### config.mk
export PLATFORM = sky130hd
export DESIGN_NAME = tpu_timed_pattern_unit
export DESIGN_NICKNAME = d
export VERILOG_FILES = /design/src/logic/tpu_pkg.sv /design/src/logic/tpu_timed_pattern_unit.sv
export SDC_FILE = /design/constraint.sdc
export NUM_CORES = 1
export LEC_CHECK = 0
export ABC_AREA = 1
export BUFFER_PORTS_ARGS = -buffer_cell sky130_fd_sc_hd__buf_4
export CAP_MARGIN = 40
export CORE_MARGIN = 10
export CORE_UTILIZATION = 50
export DETAILED_ROUTE_END_ITERATION = 8
export HOLD_SLACK_MARGIN = 0.02
export PLACE_DENSITY = 0.74
export SYNTH_ARGS = -nofsm -noshare
export SYNTH_HDL_FRONTEND = slang
export SYNTH_SLANG_ARGS = --single-unit
export TNS_END_PERCENT = 50
### constraint.sdc
create_clock -name clk_in -period 1.46 [get_ports clk_in]
set_input_delay 0.219 -clock clk_in [delete_from_list [all_inputs] [get_ports clk_in]]
set_output_delay 0.219 -clock clk_in [all_outputs]
set_load 0.05 [all_outputs]
### src/logic/tpu_pkg.sv
package tpu_pkg;
  // ==================================================
  // register byte addresses (lower 20 bits)
  localparam logic [19:0] ADDR_PORT_A_DIRECTION = 20'hEE009;
  localparam logic [19:0] ADDR_PORT_A_DATA = 20'hFFFD9;
  localparam logic [19:0] ADDR_PORT_B_DIRECTION = 20'hEE00A;
  localparam logic [19:0] ADDR_PORT_B_DATA = 20'hFFFDA;
  localparam logic [19:0] ADDR_TRIGGER_SELECT = 20'hFFFA1;
  localparam logic [19:0] ADDR_ENABLE_HIGH = 20'hFFFA2;
  localparam logic [19:0] ADDR_ENABLE_LOW = 20'hFFFA3;
  localparam logic [19:0] ADDR_NEXT_UPPER_PAIR = 20'hFFFA4;
  localparam logic [19:0] ADDR_NEXT_LOWER_PAIR = 20'hFFFA5;
  localparam logic [19:0] ADDR_NEXT_GROUP_TWO_ALT = 20'hFFFA6;
  localparam logic [19:0] ADDR_NEXT_GROUP_ZERO_ALT = 20'hFFFA7;
  // ==================================================
  // reset and read-back values
  localparam logic [7:0] RESET_ZERO = 8'h00;
  localparam logic [7:0] RESET_TRIGGER_SELECT = 8'hFF;
  localparam logic [7:0] READ_ALL_ONES = 8'hFF;
  localparam logic [3:0] NIBBLE_ONES = 4'hF;
  // ==================================================
  // trigger select field positions (low bit of each 2-bit field)
  localparam int GRP0_SEL_POS = 0;
  localparam int GRP1_SEL_POS = 2;
  localparam int GRP2_SEL_POS = 4;
  localparam int GRP3_SEL_POS = 6;
  localparam logic [1:0] SEL_CHANNEL0 = 2'h0;
  localparam logic [1:0] SEL_CHANNEL1 = 2'h1;
endpackage

### src/logic/tpu_timed_pattern_unit.sv
// Design decision made here: the address-and-strobe port.
`timescale 1ns/10ps

// Operation
// - port B data bits with upper enable set ignore software writes.
// - selected compare match copies lower-bank next data into port A data.
// - lower-bank next data clears on reset and hardware standby only.
// - shared trigger groups 0/1: byte at FFFA5, FFFA7 reads ones, unwritable.
// - split trigger groups 0/1: group 1 high nibble FFFA5, group 0 low FFFA7.
// - selected compare match copies upper-bank next data into port B data.
// - upper-bank next data clears on reset and hardware standby only.
// - shared trigger groups 2/3: byte at FFFA4, FFFA6 reads ones, unwritable.
// - split trigger groups 2/3: group 3 high nibble FFFA4, group 2 low FFFA6.
// - lower enable bit gates each next-data copy into port A.
// - lower enable register clears on reset and hardware standby.
// - upper enable bit gates each next-data copy into port B.
// - upper enable register clears on reset and hardware standby.
// - trigger select loads FF on reset and hardware standby.
// - group 3 field bits 7:6: 00 ch0, 01 ch1, 1x ch2.
// - group 2 field bits 5:4: 00 ch0, 01 ch1, 1x ch2.
// - group 1 field bits 3:2, 00 selects channel 0.
// - group 0 field bits 1:0; 01 channel 1, 1x channel 2.
// - pin drives pattern only with direction and enable both set.
module tpu_timed_pattern_unit (
  // clock and reset
  input wire logic clk_in,
  input wire logic reset_in,
  input wire logic hw_standby_in,
  // register port
  input wire logic [19:0] addr_in,
  input wire logic [7:0] wdata_in,
  input wire logic wr_in,
  input wire logic rd_in,
  output logic [7:0] rdata_out,
  // compare-match pulses of timer channels 0..2
  input wire logic [2:0] cmp_match_in,
  // pattern pins 15..0 and their drive enables (active low)
  output logic [15:0] pattern_pin_out,
  output logic [15:0] pattern_pin_oe_n_out
);

  typedef struct packed {
    logic [7:0] port_a_direction;
    logic [7:0] port_a_output_data;
    logic [7:0] port_b_direction;
    logic [7:0] port_b_output_data;
    logic [7:0] next_data_lower_bank;
    logic [7:0] next_data_upper_bank;
    logic [7:0] next_data_enable_low;
    logic [7:0] next_data_enable_high;
    logic [7:0] group_trigger_select;
    logic [7:0] rdata;
    logic [15:0] pin;
    logic [15:0] pin_oe_n;
  } tpu_state_t;

  tpu_state_t state;
  tpu_state_t next_state;

  // ==================================================
  // trigger decode
  function automatic logic tpu_group_trig(input logic [1:0] sel, input logic [2:0] cm);
    logic hit;
    hit = 1'b0;
    case (sel)
      tpu_pkg::SEL_CHANNEL0: hit = cm[0];
      tpu_pkg::SEL_CHANNEL1: hit = cm[1];
      default: hit = cm[2];
    endcase
    return hit;
  endfunction

  // apply copy for one nibble: enabled bits take next data
  function automatic logic [3:0] tpu_copy(input logic [3:0] cur, input logic [3:0] nxt,
                                          input logic [3:0] en, input logic trig);
    return trig ? ((nxt & en) | (cur & ~en)) : cur;
  endfunction

  logic [1:0] sel0;
  logic [1:0] sel1;
  logic [1:0] sel2;
  logic [1:0] sel3;
  logic same01;
  logic same23;
  logic [3:0] trig;

  always_comb begin
    sel0 = state.group_trigger_select[tpu_pkg::GRP0_SEL_POS +: 2];
    sel1 = state.group_trigger_select[tpu_pkg::GRP1_SEL_POS +: 2];
    sel2 = state.group_trigger_select[tpu_pkg::GRP2_SEL_POS +: 2];
    sel3 = state.group_trigger_select[tpu_pkg::GRP3_SEL_POS +: 2];
    // codes 10 and 11 both mean channel 2, so compare the decoded channel
    same01 = (sel0[1] & sel1[1]) | (sel0 == sel1);
    same23 = (sel2[1] & sel3[1]) | (sel2 == sel3);
    trig[0] = tpu_group_trig(sel0, cmp_match_in);
    trig[1] = tpu_group_trig(sel1, cmp_match_in);
    trig[2] = tpu_group_trig(sel2, cmp_match_in);
    trig[3] = tpu_group_trig(sel3, cmp_match_in);
  end

  // ==================================================
  // next state
  always_comb begin
    logic [7:0] rd;
    logic [7:0] na;
    logic [7:0] nb;
    rd = tpu_pkg::RESET_ZERO;
    next_state = state;
    na = state.port_a_output_data;
    nb = state.port_b_output_data;

    // software writes; enabled port data bits stay read-only
    if (wr_in) begin
      case (addr_in)
        tpu_pkg::ADDR_PORT_A_DIRECTION: next_state.port_a_direction = wdata_in;
        tpu_pkg::ADDR_PORT_B_DIRECTION: next_state.port_b_direction = wdata_in;
        tpu_pkg::ADDR_PORT_A_DATA:
          na = (wdata_in & ~state.next_data_enable_low) | (na & state.next_data_enable_low);
        tpu_pkg::ADDR_PORT_B_DATA:
          nb = (wdata_in & ~state.next_data_enable_high) | (nb & state.next_data_enable_high);
        tpu_pkg::ADDR_TRIGGER_SELECT: next_state.group_trigger_select = wdata_in;
        tpu_pkg::ADDR_ENABLE_HIGH: next_state.next_data_enable_high = wdata_in;
        tpu_pkg::ADDR_ENABLE_LOW: next_state.next_data_enable_low = wdata_in;
        tpu_pkg::ADDR_NEXT_UPPER_PAIR: begin
          next_state.next_data_upper_bank[7:4] = wdata_in[7:4];
          if (same23) begin
            next_state.next_data_upper_bank[3:0] = wdata_in[3:0];
          end
        end
        tpu_pkg::ADDR_NEXT_GROUP_TWO_ALT: begin
          if (!same23) begin
            next_state.next_data_upper_bank[3:0] = wdata_in[3:0];
          end
        end
        tpu_pkg::ADDR_NEXT_LOWER_PAIR: begin
          next_state.next_data_lower_bank[7:4] = wdata_in[7:4];
          if (same01) begin
            next_state.next_data_lower_bank[3:0] = wdata_in[3:0];
          end
        end
        tpu_pkg::ADDR_NEXT_GROUP_ZERO_ALT: begin
          if (!same01) begin
            next_state.next_data_lower_bank[3:0] = wdata_in[3:0];
          end
        end
        default: ;
      endcase
    end

    // compare-match transfer on the same edge; it overrides a software write
    na[3:0] = tpu_copy(na[3:0], state.next_data_lower_bank[3:0],
                       state.next_data_enable_low[3:0], trig[0]);
    na[7:4] = tpu_copy(na[7:4], state.next_data_lower_bank[7:4],
                       state.next_data_enable_low[7:4], trig[1]);
    nb[3:0] = tpu_copy(nb[3:0], state.next_data_upper_bank[3:0],
                       state.next_data_enable_high[3:0], trig[2]);
    nb[7:4] = tpu_copy(nb[7:4], state.next_data_upper_bank[7:4],
                       state.next_data_enable_high[7:4], trig[3]);
    next_state.port_a_output_data = na;
    next_state.port_b_output_data = nb;

    // read data, shown the cycle after the strobe
    if (rd_in) begin
      case (addr_in)
        tpu_pkg::ADDR_PORT_A_DATA: rd = state.port_a_output_data;
        tpu_pkg::ADDR_PORT_B_DATA: rd = state.port_b_output_data;
        tpu_pkg::ADDR_TRIGGER_SELECT: rd = state.group_trigger_select;
        tpu_pkg::ADDR_ENABLE_HIGH: rd = state.next_data_enable_high;
        tpu_pkg::ADDR_ENABLE_LOW: rd = state.next_data_enable_low;
        tpu_pkg::ADDR_NEXT_UPPER_PAIR:
          rd = same23 ? state.next_data_upper_bank
                      : {state.next_data_upper_bank[7:4], tpu_pkg::NIBBLE_ONES};
        tpu_pkg::ADDR_NEXT_GROUP_TWO_ALT:
          rd = same23 ? tpu_pkg::READ_ALL_ONES
                      : {tpu_pkg::NIBBLE_ONES, state.next_data_upper_bank[3:0]};
        tpu_pkg::ADDR_NEXT_LOWER_PAIR:
          rd = same01 ? state.next_data_lower_bank
                      : {state.next_data_lower_bank[7:4], tpu_pkg::NIBBLE_ONES};
        tpu_pkg::ADDR_NEXT_GROUP_ZERO_ALT:
          rd = same01 ? tpu_pkg::READ_ALL_ONES
                      : {tpu_pkg::NIBBLE_ONES, state.next_data_lower_bank[3:0]};
        // direction registers are write-only and unmapped addresses read zero
        default: rd = tpu_pkg::RESET_ZERO;
      endcase
    end
    next_state.rdata = rd;

    // pins follow the registered port data; driven when direction and enable set
    next_state.pin = {nb, na};
    next_state.pin_oe_n = ~({next_state.port_b_direction, next_state.port_a_direction}
                            & {next_state.next_data_enable_high,
                               next_state.next_data_enable_low});
  end

  // ==================================================
  // state register; software standby is not a reset, so contents persist
  always_ff @(posedge clk_in) begin
    if (reset_in || hw_standby_in) begin
      state <= '0;
      state.group_trigger_select <= tpu_pkg::RESET_TRIGGER_SELECT;
      state.pin_oe_n <= 16'hFFFF;
    end else begin
      state <= next_state;
    end
  end

  assign rdata_out = state.rdata;
  assign pattern_pin_out = state.pin;
  assign pattern_pin_oe_n_out = state.pin_oe_n;

endmodule

### Word level (Yosys, flattened, before mapping)

Cells that the tools add are included.

* register bits: 112
* input port bits: 36
* logic and storage cells: 110

* equality and inequality tests: 21
* multiplexer cells: 31
* bitwise logic cells: 31
* reductions and logical operators: 13

Operator list (count)
* == test 20 bit, second input constant: 11
* two-way mux 8 bit: 11
* case mux 8 bit (9 select lines): 1
* two-way mux 4 bit: 12
* bitwise AND 4 bit: 8
* bitwise AND 8 bit: 4
* two-way mux 24 bit: 1
* bitwise AND 16 bit: 1
* inverter 16 bit: 1
* inverter 4 bit: 4
* inverter 8 bit: 2
* bitwise OR 4 bit: 4
* bitwise OR 8 bit: 2
* case mux 4 bit (2 select lines): 2
* == test 2 x 1 -> 1 bit, second input constant: 4
* logical NOT 2 bit: 4
* != test 2 bit, second input constant: 4
* case mux 1 bit (2 select lines): 4
* AND reduction 4 bit: 2
* AND reduction 2 bit: 3
* == test 2 bit: 2
* nonzero test 2 bit: 2
* bitwise AND 1 bit: 2
* bitwise OR 1 bit: 2
* 3 further kinds: 3

### Logic depth before layout (Yosys ltp)

Gate-level depths: netlist (run 1).

* depth after elaboration: 8
* mapped depth: 12

### Worst setup path before layout (run 1)

Ideal clock, no wire load.

* path kind: reg2reg
* start: register state (netlist bit sel2[1])
* end: register state[65] (netlist name)
* library setup time: 114 ps
* arrival time: 1364 ps
* slack: -19 ps
* stages on the path, launching flop included: 10
* cell sequence: dfxtp_1 -> ha_1 -> inv_1 -> nand3_1 -> nand2_1 -> nand3_1 -> nand3_1 -> nand2_1 -> nand2_1 -> nor2_1

* word-level cells in the longest chain between the ends: 4

Ends and longest elaborated chain
* start, declared: line tpu_timed_pattern_unit.sv:57 `tpu_state_t state;`
* start signal, assigned: line tpu_timed_pattern_unit.sv:203 `state <= next_state;`
* == test 2 bit or bitwise AND 1 bit (tied branches): line tpu_timed_pattern_unit.sv:94 `same23 = (sel2[1] & sel3[1]) | (sel2 == sel3);`
* bitwise OR 1 bit (*): line tpu_timed_pattern_unit.sv:94
* != test 2 bit (no source line)
* AND reduction 4 bit (no source line) (*)

Mark *: on every way between the ends. The rest lies on a longest branch, timed or not.
A chain may end at the register's enable or synchronous reset.

### Final worst setup path (run 1)

* start: register state (netlist bit sel0[1])
* end: register state (netlist bit rdata_out[0])

* word-level cells in the longest chain between the ends: 4

Ends and longest elaborated chain
* == test 2 bit or bitwise AND 1 bit (tied branches): line tpu_timed_pattern_unit.sv:93 `same01 = (sel0[1] & sel1[1]) | (sel0 == sel1);`
* bitwise OR 1 bit (*): line tpu_timed_pattern_unit.sv:93
* two-way mux 4 bit (on tied branches): line tpu_timed_pattern_unit.sv:180, tpu_timed_pattern_unit.sv:177
* case mux 8 bit (9 select lines) (*): line tpu_timed_pattern_unit.sv:164 `case (addr_in)`

Marked as above.

==> metrics.md, run 1 <==
| Metric | Value |
|---|---|
| Status | `finished clean` |
| Critical Path End Type | `register` |
| Maxcap violations | `0` |
| Synthesized Nets | `between 800 and 900` |
| Cells along the critical path | `ha_4, inv_4, nand3_4, buf_6, nand3_1, nand3_1, nand2_1, nor2_1, nand3_1, nand2_1, inv_1` |
| Total Routing Usage GR | `0.213` |
| Starting DRT DRC Count | `approximately 480` |
| CTS buffer count | `9` |
| Cell Area, Synth | `slightly above 5000 um^2` |
| Final period utilization | `0.996` |
| Critical path arrival | `1.75 ns` |
| Critical-path maximum fanout | `4` |
| Gpl congestion | `between 0.9 and 1` |
| Commonest cells post-synth | `nand2_1 (167), nor2_1 (98), dfxtp_1 (96), nand3_1 (94), inv_1 (86)` |
| Grt total ovfl | `0` |
| Clk pin slew, worst setup/hold paths | `about 0.090 ns` |
| Post-synthesis sequential area ratio | `0.372` |
| Worst clock skew | `0.00991 ns` |
| Initial Utilization | `0.508` |
| Synth area leaders | `dfxtp_1 (37%), nand2_1 (12%), nand3_1 (9.1%)` |
| Port buffer count | `between 70 and 80` |
| VDD IR max | `~0.74 mV` |
| Synth Register Bits | `96` |
| H-tree depth | `3` |
| CTS tree | `done` |
| Worst EP required | `1.76 ns` |
| Fmax achieved | `between 600 and 700 MHz` |
| Worst Setup EP | `rdata_out[0]` |
| Initial antenna violation count | `0` |
| Kind of critical path | `reg -> reg` |
| Hold buffer count at cts | `0` |
| Slew headroom | `0.725` |
| Remaining antenna violation count | `0` |
| Number of global-route vias before repair | `approximately 5,000` |
| Final Setup Violations | `0` |
| Min Hold Slack | `between 0.1 and 0.15 ns` |
| PnR Total Power | `4.80 mW` |
| Clock latency on the worst-skew pair | `~0.4 ns` |
| Core ar. | `10,200 um^2` |
| P per Cell Area | `between 700 and 800 nW/um^2` |
| Crit path launch type | `register` |
| First-pass GRT wire length | `about 25,000 um` |
| Crit-path slowest cell | `dfxtp_4` |
| Largest area contributor in the netlist | `dfxtp_1` |
| # DRC | `0` |
| # clock sinks | `96` |
| Max incr delay on CP | `0.37 ns` |
| Worst-margin pin slew | `0.410 ns` |
| Critical R2R Capture | `rdata_out[0]` |
| Die area | `between 10,000 and 15,000 um^2` |
| Syn avg cell area | `roughly 6.8 um^2` |
| Ys flop type | `dfxtp_1` |
| Vias per cell | `roughly 5.2` |
| Largest net degree at the start of global routing | `between 40 and 50` |
| # nets final | `roughly 900` |
| # IOs | `76` |
| Clk root buf | `clkbuf_8` |
| Most frequent CP cell | `nand3_1` |
| Minimum clock period | `1.45 ns` |
| Cell Rows | `37` |
| Post-synth EDFFs | `0` |
| Die height | `122 um` |
| R2R depth | `11` |
| Via count | `roughly 5,200` |
| RSZ-0062 raised after global routing | `yes` |
| Fin. Hold Viols | `0` |
| CP startpoint | `sel0[1]` |
| Area grow syn2layout | `25.5%` |
| Width of the die | `roughly 120 um` |
| CP top delay family | `simple AND/OR/NAND/NOR gates` |
| Async set or reset register ratio after synthesis | `0` |
| Yosys cell types | `29` |
| Max Slew Vio Count | `0` |
| Buffers plus inverters on the worst setup path | `3` |
| WL final | `15,800 um` |
| N_diodes | `0` |
| Post-DP HPWL | `roughly 12,000 um` |
| Leakage | `~2.9 nW` |
| YS warnings | `0` |
| Worst reg2reg setup slack | `0.006 ns` |
| Yosys top cell area share | `0.372` |
| RR Startpoint | `sel0[1]` |
| Crit. path cell count | `11` |
| Worst Hold Class | `in -> reg` |
| WL per Instance | `~16 um` |
| 1st-pass router iterations | `5` |
| Share of cells above drive strength 1 | `0.259` |
| Clk buf depth | `2` |
| Most numerous cell in the Yosys netlist | `nand2_1` |
| Syn Inst Count | `~770` |
## timing repair
item / CTS / global route
pin swaps: 8 / 22
endpoints found under the setup margin: 12 / 32
setup buffers: 0 / 0
resized for setup: 14 / 37
## registers in the layout, indices dropped and copies added (netlist names)
signal                count
state                    63
sel0                      2
pattern_pin_oe_n_out     16
rdata_out                 8
sel3                      2
pattern_pin_out           1
sel2                      2
sel1                      2
## tightest hold or removal path: cells and delay by family
family	cells	cell delay, ns
buffers and inverters	1	0.12
and+or+nand+nor	2	0.14
## how the worst min path moves through the flow
stage                            from         to  slack [ns]  cells after the start
final                     wdata_in[0]  state[64]        0.12                      3
after detailed placement    state[71]  state[71]        0.46                      2
after CTS                 wdata_in[0]  state[64]         0.1                      3
after global placement      state[71]  state[71]        0.46                      2
after global routing      wdata_in[3]  state[67]        0.11                      3
after floorplan           wdata_in[0]  state[64]        0.35                      2
## power breakdown
group          leakage (nW)  internal (mW)  total (mW)  switching, mW
sequential            0.771           2.61        2.61    0.000000684
combinational          2.03          0.142       0.349          0.207
clock                 0.102          0.924        1.84          0.917
total                  2.90           3.68        4.80           1.12
## cell type report
cell class	count	area (um^2)
well taps	136	170
flip-flops and latches	96	1930
repair buffers	152	1200
clock buffers	13	169
multi-input cells	516	2640
inverters	90	343
clock inverters	2	37.5
fillers	952	3690
## logic make-up after synthesis
| logic type | after synthesis | share of synthesized area |
|---|---|---|
| buffers and inverters | 154 | 0.148 |
| and+or+nand+nor | 434 | 0.388 |
| adders and majority gates | 2 | 0.00484 |
| AOI/OAI and AO/OA | 80 | 0.0876 |
| DFF | 96 | 0.372 |
## per-stage QoR
step / cell area, um^2 / TNS [ns] / worst slack (ns) / instances / utilization
finish: 6490 / 0 / 0.00639 / 1005 / 0.637
global placement: 6120 / -10.36 / -0.222 / 990 / 0.601
detailed placement: 6120 / -13.68 / -0.245 / 990 / 0.601
floorplan: 5180 / 0 / 0.00546 / 766 / -
global route: 6490 / -0.825 / -0.0859 / 1005 / 0.637
CTS: 6380 / -0.00580 / -0.00580 / 1005 / 0.626
## placed cells by master (no fill, tap or decap), drive strengths merged
cell	count
a21oi	22
o211ai	21
and2	7
o21ai	37
clkbuf	13
nand3	97
buf	152
nand3b	11
clkinvlp	1
nor2	109
nand2	169
dfxtp	96
nor3	24
inv	89
clkinv	1
nand4	17
bufinv	1
ha	2
## routing by layer
metal / vias up / routed length, um / GRT usage
li1: 2634 / - / -
met1: 2387 / 7070 / 0.272
met2: 178 / 7350 / 0.341
met3: 22 / 1130 / 0.0597
met4: 0 / 277 / 0.0656
met5: - / 0 / 0
(Power assumes the default switching activity.)
==> run 2, diff against run 1 <==
--- a/config.mk
+++ b/config.mk
@@ -12,6 +12,7 @@
 export CORE_UTILIZATION = 50
 export DETAILED_ROUTE_END_ITERATION = 8
 export HOLD_SLACK_MARGIN = 0.02
+export MAX_ROUTING_LAYER = met4
 export PLACE_DENSITY = 0.74
 export SYNTH_ARGS = -nofsm -noshare
 export SYNTH_HDL_FRONTEND = slang
==> metrics.md, run 2 (synthesized netlist as in run 1, its figures left out) <==
| Metric | Value |
|---|---|
| Pre-CTS setup slack | `-0.266 ns (-0.0207 ns)` |
| Worst clock skew | `0.0126 ns (+0.00267 ns)` |
| Critical Path End Type | `register` |
| Die height | `122 um (unchanged)` |
| Clk pin slew, worst setup/hold paths | `0.10 ns (about the same)` |
| Leakage | `2.91 nW (+0.40%)` |
| CTS tree | `done` |
| Share of cells above drive strength 1 | `0.278 (+0.0186)` |
| Cell Rows | `37 (unchanged)` |
| Worst Hold Depth | `3 (unchanged)` |
| Final period utilization | `1.01 (+0.0122)` |
| Worst setup margin | `-0.0114 ns (-0.0178 ns)` |
| # DRC | `0 (unchanged)` |
| # IOs | `76 (unchanged)` |
| Max Slew Vio Count | `0 (unchanged)` |
| WL per Instance | `16.0 um (+1.9%)` |
| # clock sinks | `96 (unchanged)` |
| Grt total ovfl | `0 (unchanged)` |
| Via count | `5,263 (+0.80%)` |
| Largest Register | `state` |
| Fillcell total | `949 (-0.32%)` |
| Initial Utilization | `0.508 (unchanged)` |
| # nets final | `905 (+0.22%)` |
| Status | `complete, but fails checks` |
| Crit path launch type | `register` |
| Critical-path maximum fanout | `7 (+3)` |
| Number of global-route vias before repair | `5,127 (+1.9%)` |
| Placed Cells | `987 (-0.30%)` |
| Area occupied by multi-input gates | `2710 um^2 (+2.8%)` |
| Area grow syn2layout | `28.4%` |
| Initial antenna violation count | `0 (unchanged)` |
| Maxcap violations | `0 (unchanged)` |
| WL final | `16,200 um (+2.2%)` |
| Minimum clock period | `1.47 ns (+0.0178 ns)` |
| Worst Hold Class | `in -> reg` |
| Worst EP required | `1.72 ns (-0.04 ns)` |
| CTS buffer count | `9 (unchanged)` |
| Max incr delay on CP | `0.37 ns (about the same)` |
| Post-DP HPWL | `12,600 um (+1.0%)` |
| P per Cell Area | `740 nW/um^2 (about the same)` |
| Total Routing Usage GR | `0.221 (+0.00826)` |
| VDD IR max | `0.445 mV (-39%)` |
| Fin area | `6640 um^2 (+2.4%)` |
| Most frequent cells in the layout | `nand2_1 (154), buf_4 (144), dfxtp_1 (91)` |
| Area after DPL | `6120 um^2 (about the same)` |
| Cells along the critical path | `ha_4, inv_2, nand3_4, nand2_8, nor2_2, o21ai_1, inv_1, nand2_1, nor2_2, nor2_2` |
| Fmax achieved | `680 MHz (-1.2%)` |
| Remaining antenna violation count | `0 (unchanged)` |
| R2R depth | `10 (-1)` |
| Core ar. | `10,200 um^2 (unchanged)` |
| Max reg flops | `63 (unchanged)` |
| Clock latency on the worst-skew pair | `0.37 ns (-0.02 ns)` |
| H-tree depth | `3 (unchanged)` |
| Sequential Area | `1930 um^2 (-0.13%)` |
| Starting DRT DRC Count | `455 (-4.8%)` |
| N_diodes | `0 (unchanged)` |
| Min Hold Slack | `0.136 ns (+0.0180 ns)` |
| Failing checks | `negative setup slack` |
| Port buffer count | `75 (unchanged)` |
| Utilization of the core after routing | `0.652 (+0.0150)` |
| Kind of critical path | `reg -> reg` |
| 1st-pass router iterations | `6 (+1)` |
| Die area | `14,800 um^2 (unchanged)` |
| Clk buf depth | `2 (unchanged)` |
| Final Setup Violations | `3 (+3)` |
| Slew headroom | `0.742 (+0.0167)` |
| Largest net degree at the start of global routing | `27 (-36%)` |
| Width of the die | `122 um (unchanged)` |
| Most frequent CP cell | `nor2_2` |
| Total negative slack | `-0.0203 ns (-0.0203 ns)` |
| First-pass GRT wire length | `25,500 um (+1.4%)` |
| Gpl congestion | `0.992 (+7.0%)` |
| Critical path arrival | `1.74 ns (about the same)` |
| Crit-path slowest cell | `dfxtp_4` |
| Clk root buf | `clkbuf_8` |
| Vias per cell | `5.22 (+0.50%)` |
| Cell Count, Final, Fillers Out | `1,008 (+0.30%)` |
| RSZ-0062 raised after global routing | `yes` |
| Fin. Hold Viols | `0 (unchanged)` |
| Most common library cell in the layout ignoring fill and taps | `nand2_1` |
| PnR Total Power | `4.91 mW (+2.3%)` |
| Worst-margin pin slew | `0.385 ns (-0.0250 ns)` |
run 2: cell count changes in the layout (fill, tap and decap cells not counted), moves of 2 or more:
cell        previous run  this run
o21ai_1               11         9
buf_12                 4         6
clkbuf_16              0         2
dfxtp_2                6         4
clkbuf_8              12         9
nand3_1               88        80
nand2_1              157       154
nor2_1                92        89
nand3_2                5        13
dfxtp_1               89        91
clkinvlp_4             1         3
nor2_2                11        14
nand2_2                9        11
run 2: cell type report:
| class | count | share of cell area |
|---|---|---|
| Sequential cell | 96 | 0.291 |
| Clock inverter | 7 | 0.0145 |
| Inverter | 90 | 0.0512 |
| Timing Repair Buffer | 154 | 0.192 |
| Multi-Input combinational cell | 516 | 0.408 |
| Clock buffer | 9 | 0.0186 |
| Tap cell | 136 | 0.0256 |
run 2: layer usage:
metal / track usage / part of all wire / wire length [um] / vias up
li1: - / - / - / 2641
met4: 0.0574 / 0.014 / 234 / 0
met1: 0.289 / 0.47 / 7610 / 2446
met3: 0.0472 / 0.054 / 874 / 19
met2: 0.339 / 0.46 / 7460 / 157
met5: - / 0 / 0 / -
run 2: final timing paths:
| path | to | slack, ns | startpoint |
|---|---|---|---|
| max | rdata_out[2] | -0.01 | sel2[1] |
| min | state[64] | 0.14 | wdata_in[0] |
| max reg2reg | rdata_out[2] | -0.01 | sel2[1] |
| min reg2reg | state[71] | 0.48 | state[71] |
run 2: what timing repair did:
item	CTS	global route
cloned	0	2
setup buffers	0	3
pin swaps	8	27
setup endpoints to repair	12	27
hold buffers	0	0
gates resized for setup	17	46
run 2: critical path, delay by kind of cell, from the launching register on:
family	cells	cell delay, ns
compound gates	1	0.09
fa+ha+maj	1	0.26
buf+inv	2	0.11
flops	1	0.37
simple gates	6	0.55
run 2: power breakdown:
group          leakage [nW]  total [mW]  internal [mW]  switching [mW]
clock                 0.101        1.94          0.964           0.980
sequential            0.772        2.61           2.61     0.000000636
combinational          2.04       0.357          0.147           0.210
total                  2.91        4.91           3.72            1.19
==> run 3, diff against run 2 <==
--- a/config.mk
+++ b/config.mk
@@ -5,7 +5,7 @@
 export SDC_FILE = /design/constraint.sdc
 export NUM_CORES = 1
 export LEC_CHECK = 0
-export ABC_AREA = 1
+export ABC_AREA = 0
 export BUFFER_PORTS_ARGS = -buffer_cell sky130_fd_sc_hd__buf_4
 export CAP_MARGIN = 40
 export CORE_MARGIN = 10
==> metrics.md, run 3 <==
| Metric | Value |
|---|---|
| Share of cells above drive strength 1 | `0.493 (+0.215)` |
| Kind of critical path | `reg -> reg` |
| N_diodes | `0 (unchanged)` |
| Synth area leaders | `dfxtp_1 (38%), mux2i_1 (8.1%), buf_4 (6.4%)` |
| Grt met2 use | `0.370 (+0.0317)` |
| Syn Inst Count | `565 (-26%)` |
| Synthesized Nets | `603 (-25%)` |
| CTS buffer count | `9 (unchanged)` |
| Max Slew Vio Count | `0 (unchanged)` |
| Crit path launch type | `register` |
| Worst EP required | `1.73 ns (about the same)` |
| Critical-path maximum fanout | `4 (-3)` |
| Maxcap violations | `0 (unchanged)` |
| RR Startpoint | `sel3[1]` |
| Buffers plus inverters on the worst setup path | `1 (-1)` |
| First-pass GRT wire length | `27,300 um (+7.3%)` |
| # clock sinks | `96 (unchanged)` |
| Worst setup margin | `-0.324 ns (-0.313 ns)` |
| # IOs | `76 (unchanged)` |
| Clk buf depth | `2 (unchanged)` |
| Max incr delay on CP | `0.40 ns (+0.03 ns)` |
| Fin. Hold Viols | `0 (unchanged)` |
| Cell Area, Synth | `5040 um^2 (-2.5%)` |
| Fmax achieved | `561 MHz (-18%)` |
| Worst-margin pin slew | `0.423 ns (+0.0372 ns)` |
| Slew headroom | `0.718 (-0.0242)` |
| Worst Hold Class | `in -> reg` |
| Fin area | `7330 um^2 (+10%)` |
| Crit-path slowest cell | `a2111oi_4` |
| Post-synthesis sequential area ratio | `0.381 (+0.00949)` |
| Syn avg cell area | `8.93 um^2 (+32%)` |
| Area after DPL | `6180 um^2 (+0.88%)` |
| WL final | `18,600 um (+15%)` |
| Minimum clock period | `1.78 ns (+0.313 ns)` |
| Hold buffer count at cts | `0 (unchanged)` |
| # nets final | `725 (-20%)` |
| Cells along the critical path | `ha_4, nor2b_4, a22oi_2, a2111oi_4, buf_4, mux2i_1, nor2_1` |
| Synth Register Bits | `96 (unchanged)` |
| Worst clock skew | `0.0115 ns (-0.00104 ns)` |
| Width of the die | `120 um (-1.0%)` |
| CTS tree | `done` |
| Critical Path End Type | `register` |
| Final period utilization | `1.22 (+0.214)` |
| Most common library cell in the layout ignoring fill and taps | `buf_4` |
| CP startpoint | `sel3[1]` |
| Ys flop type | `dfxtp_1` |
| Post-synth EDFFs | `0 (unchanged)` |
| Utilization of the core after routing | `0.747 (+0.0945)` |
| Via count | `5,107 (-3.0%)` |
| 1st-pass router iterations | `5 (-1)` |
| Met3 usage | `0.0456 (-0.00158)` |
| Cell Rows | `36 (-2.7%)` |
| Switching power | `1.26 mW (+5.7%)` |
| Core ar. | `9820 um^2 (-3.6%)` |
| CP top delay family | `compound AO/OA/AOI/OAI gates` |
| Clk root buf | `clkbuf_8` |
| Most frequent cells in the layout | `buf_4 (148), dfxtp_1 (88), nand2_1 (42)` |
| Yosys top cell area share | `0.381 (+0.00949)` |
| Area grow syn2layout | `45.4%` |
| Final Setup Violations | `53 (+50)` |
| Max reg flops | `63 (unchanged)` |
| # DRC | `0 (unchanged)` |
| Failing checks | `negative setup slack` |
| Grt peak-use layer | `met2` |
| Total Routing Usage GR | `0.243 (+0.0220)` |
| Leakage | `2.94 nW (+0.85%)` |
| Yosys cell types | `57 (+97%)` |
| Largest net degree at the start of global routing | `29 (+7.4%)` |
| Starting DRT DRC Count | `448 (-1.5%)` |
| Status | `complete, but fails checks` |
| Number of global-route vias before repair | `4,902 (-4.4%)` |
| VDD IR max | `0.587 mV (+32%)` |
| Clock Power Share | `0.374 (-0.022)` |
| P per Cell Area | `691 nW/um^2 (-6.7%)` |
| H-tree depth | `3 (unchanged)` |
| Combinational cell fraction of total power | `0.110 (+0.037)` |
| Initial Utilization | `0.514 (+0.00577)` |
| Post-DP HPWL | `12,200 um (-2.6%)` |
| Clock latency on the worst-skew pair | `0.37 ns (about the same)` |
| Most numerous cell in the Yosys netlist | `dfxtp_1` |
| Clk pin slew, worst setup/hold paths | `0.10 ns (about the same)` |
| RSZ-0062 raised after global routing | `yes` |
| Met1 Use GR | `0.308 (+0.0182)` |
| Commonest cells post-synth | `dfxtp_1 (96), nand2_1 (59), buf_4 (43), mux2i_1 (41), a21oi_1 (36)` |
| Grt total ovfl | `0 (unchanged)` |
| Die area | `14,500 um^2 (-2.1%)` |
| Largest area contributor in the netlist | `dfxtp_1` |
| Gpl congestion | `1.02 (+2.8%)` |
| Vias per cell | `6.21 (+19%)` |
| Sequential fraction of design power | `0.516 (-0.016)` |
| Die height | `120 um (-1.0%)` |
| Initial antenna violation count | `0 (unchanged)` |
| Largest Register | `state` |
| Port buffer count | `75 (unchanged)` |
| Int Power | `3.81 mW (+2.2%)` |
| Critical hold path startpoint | `wdata_in[6]` |
| Async set or reset register ratio after synthesis | `0 (unchanged)` |
| Remaining antenna violation count | `0 (unchanged)` |
| Switch share | `0.248 (+0.00633)` |
| WL per Instance | `22.6 um (+41%)` |
| Critical path arrival | `2.06 ns (+0.32 ns)` |
| YS warnings | `0 (unchanged)` |
-- run 3: cell count changes in the layout (fill, tap and decap cells not counted), sizes merged, moves of 39 or more --
cell | previous run | this run
buf | 152 | 191
inv | 89 | 4
mux2i | 0 | 41
nand2 | 169 | 59
nand3 | 97 | 30
nor2 | 109 | 33
-- run 3: per-layer routing --
metal,up-vias,wire (um)
li1,2303,-
met1,2464,7700
met2,279,8620
met3,61,1590
met4,0,696
met5,-,0
-- run 3: worst register-to-register path: cells and delay by family (launching register included) --
family                     cells  cell delay [ns]
and+or+nand+nor                2             0.18
DFF                            1             0.35
buffers and inverters          1             0.21
muxes                          1             0.19
AOI/OAI and AO/OA              2             0.48
adders and majority gates      1             0.28
-- run 3: timing repair --
item / CTS / global route
gates resized for setup: 51 / 105
buffers inserted: 12 / 17
pin swaps: 30 / 53
cloned: 4 / 0
endpoints found under the setup margin: 53 / 96
-- run 3: stage by stage --
| stage | hold WS (ns) | power, mW | setup slack [ns] | TNS (ns) | instances |
|---|---|---|---|---|---|
| floorplan | 0.444 | 2.89 | -0.378 | -24.10 | 565 |
| global placement | 0.465 | 3.13 | -0.488 | -34.66 | 782 |
| detailed placement | 0.462 | 3.14 | -0.499 | -36.22 | 782 |
| CTS | 0.148 | 5.01 | -0.314 | -2.44 | 809 |
| global route | 0.155 | 5.20 | -0.418 | -7.94 | 823 |
| finish | 0.154 | 5.06 | -0.324 | -4.08 | 823 |
-- run 3: final timing paths --
path | to | slack, ns | cells after the start
min | pattern_pin_oe_n_out[6] | 0.15 | 2
max | state[65] | -0.32 | 7
max reg2reg | state[65] | -0.32 | 7
min reg2reg | state[78] | 0.48 | 2
-- run 3: logic make-up after synthesis --
logic type,after synthesis,synth area share
adder cells (fa/ha/maj),2,0.00496
AO/OA/AOI/OAI,150,0.221
buffers and inverters,84,0.102
multiplexers,41,0.0814
AND/OR/NAND/NOR,188,0.203
flip-flops,96,0.381
XOR/XNOR,4,0.00695
-- run 3: cell type report --
| cell class | instances | area (um^2) |
|---|---|---|
| Clock inverter | 5 | 81.3 |
| Fill cell | 710 | 2490 |
| Multi-Input combinational cell | 385 | 3290 |
| Tap cell | 133 | 166 |
| Clock buffer | 9 | 124 |
| Sequential cell | 96 | 1930 |
| Timing Repair Buffer | 192 | 1730 |
| Inverter | 3 | 11.3 |
-- run 3: power by group through the flow --
stage	Clock (mW)	Sequential, mW	Combinational, mW
after floorplan	0	2.68	0.209
after global placement	0	2.68	0.456
after detailed placement	0	2.68	0.459
after CTS	1.90	2.62	0.495
after global routing	2.00	2.62	0.583
final	1.89	2.62	0.557
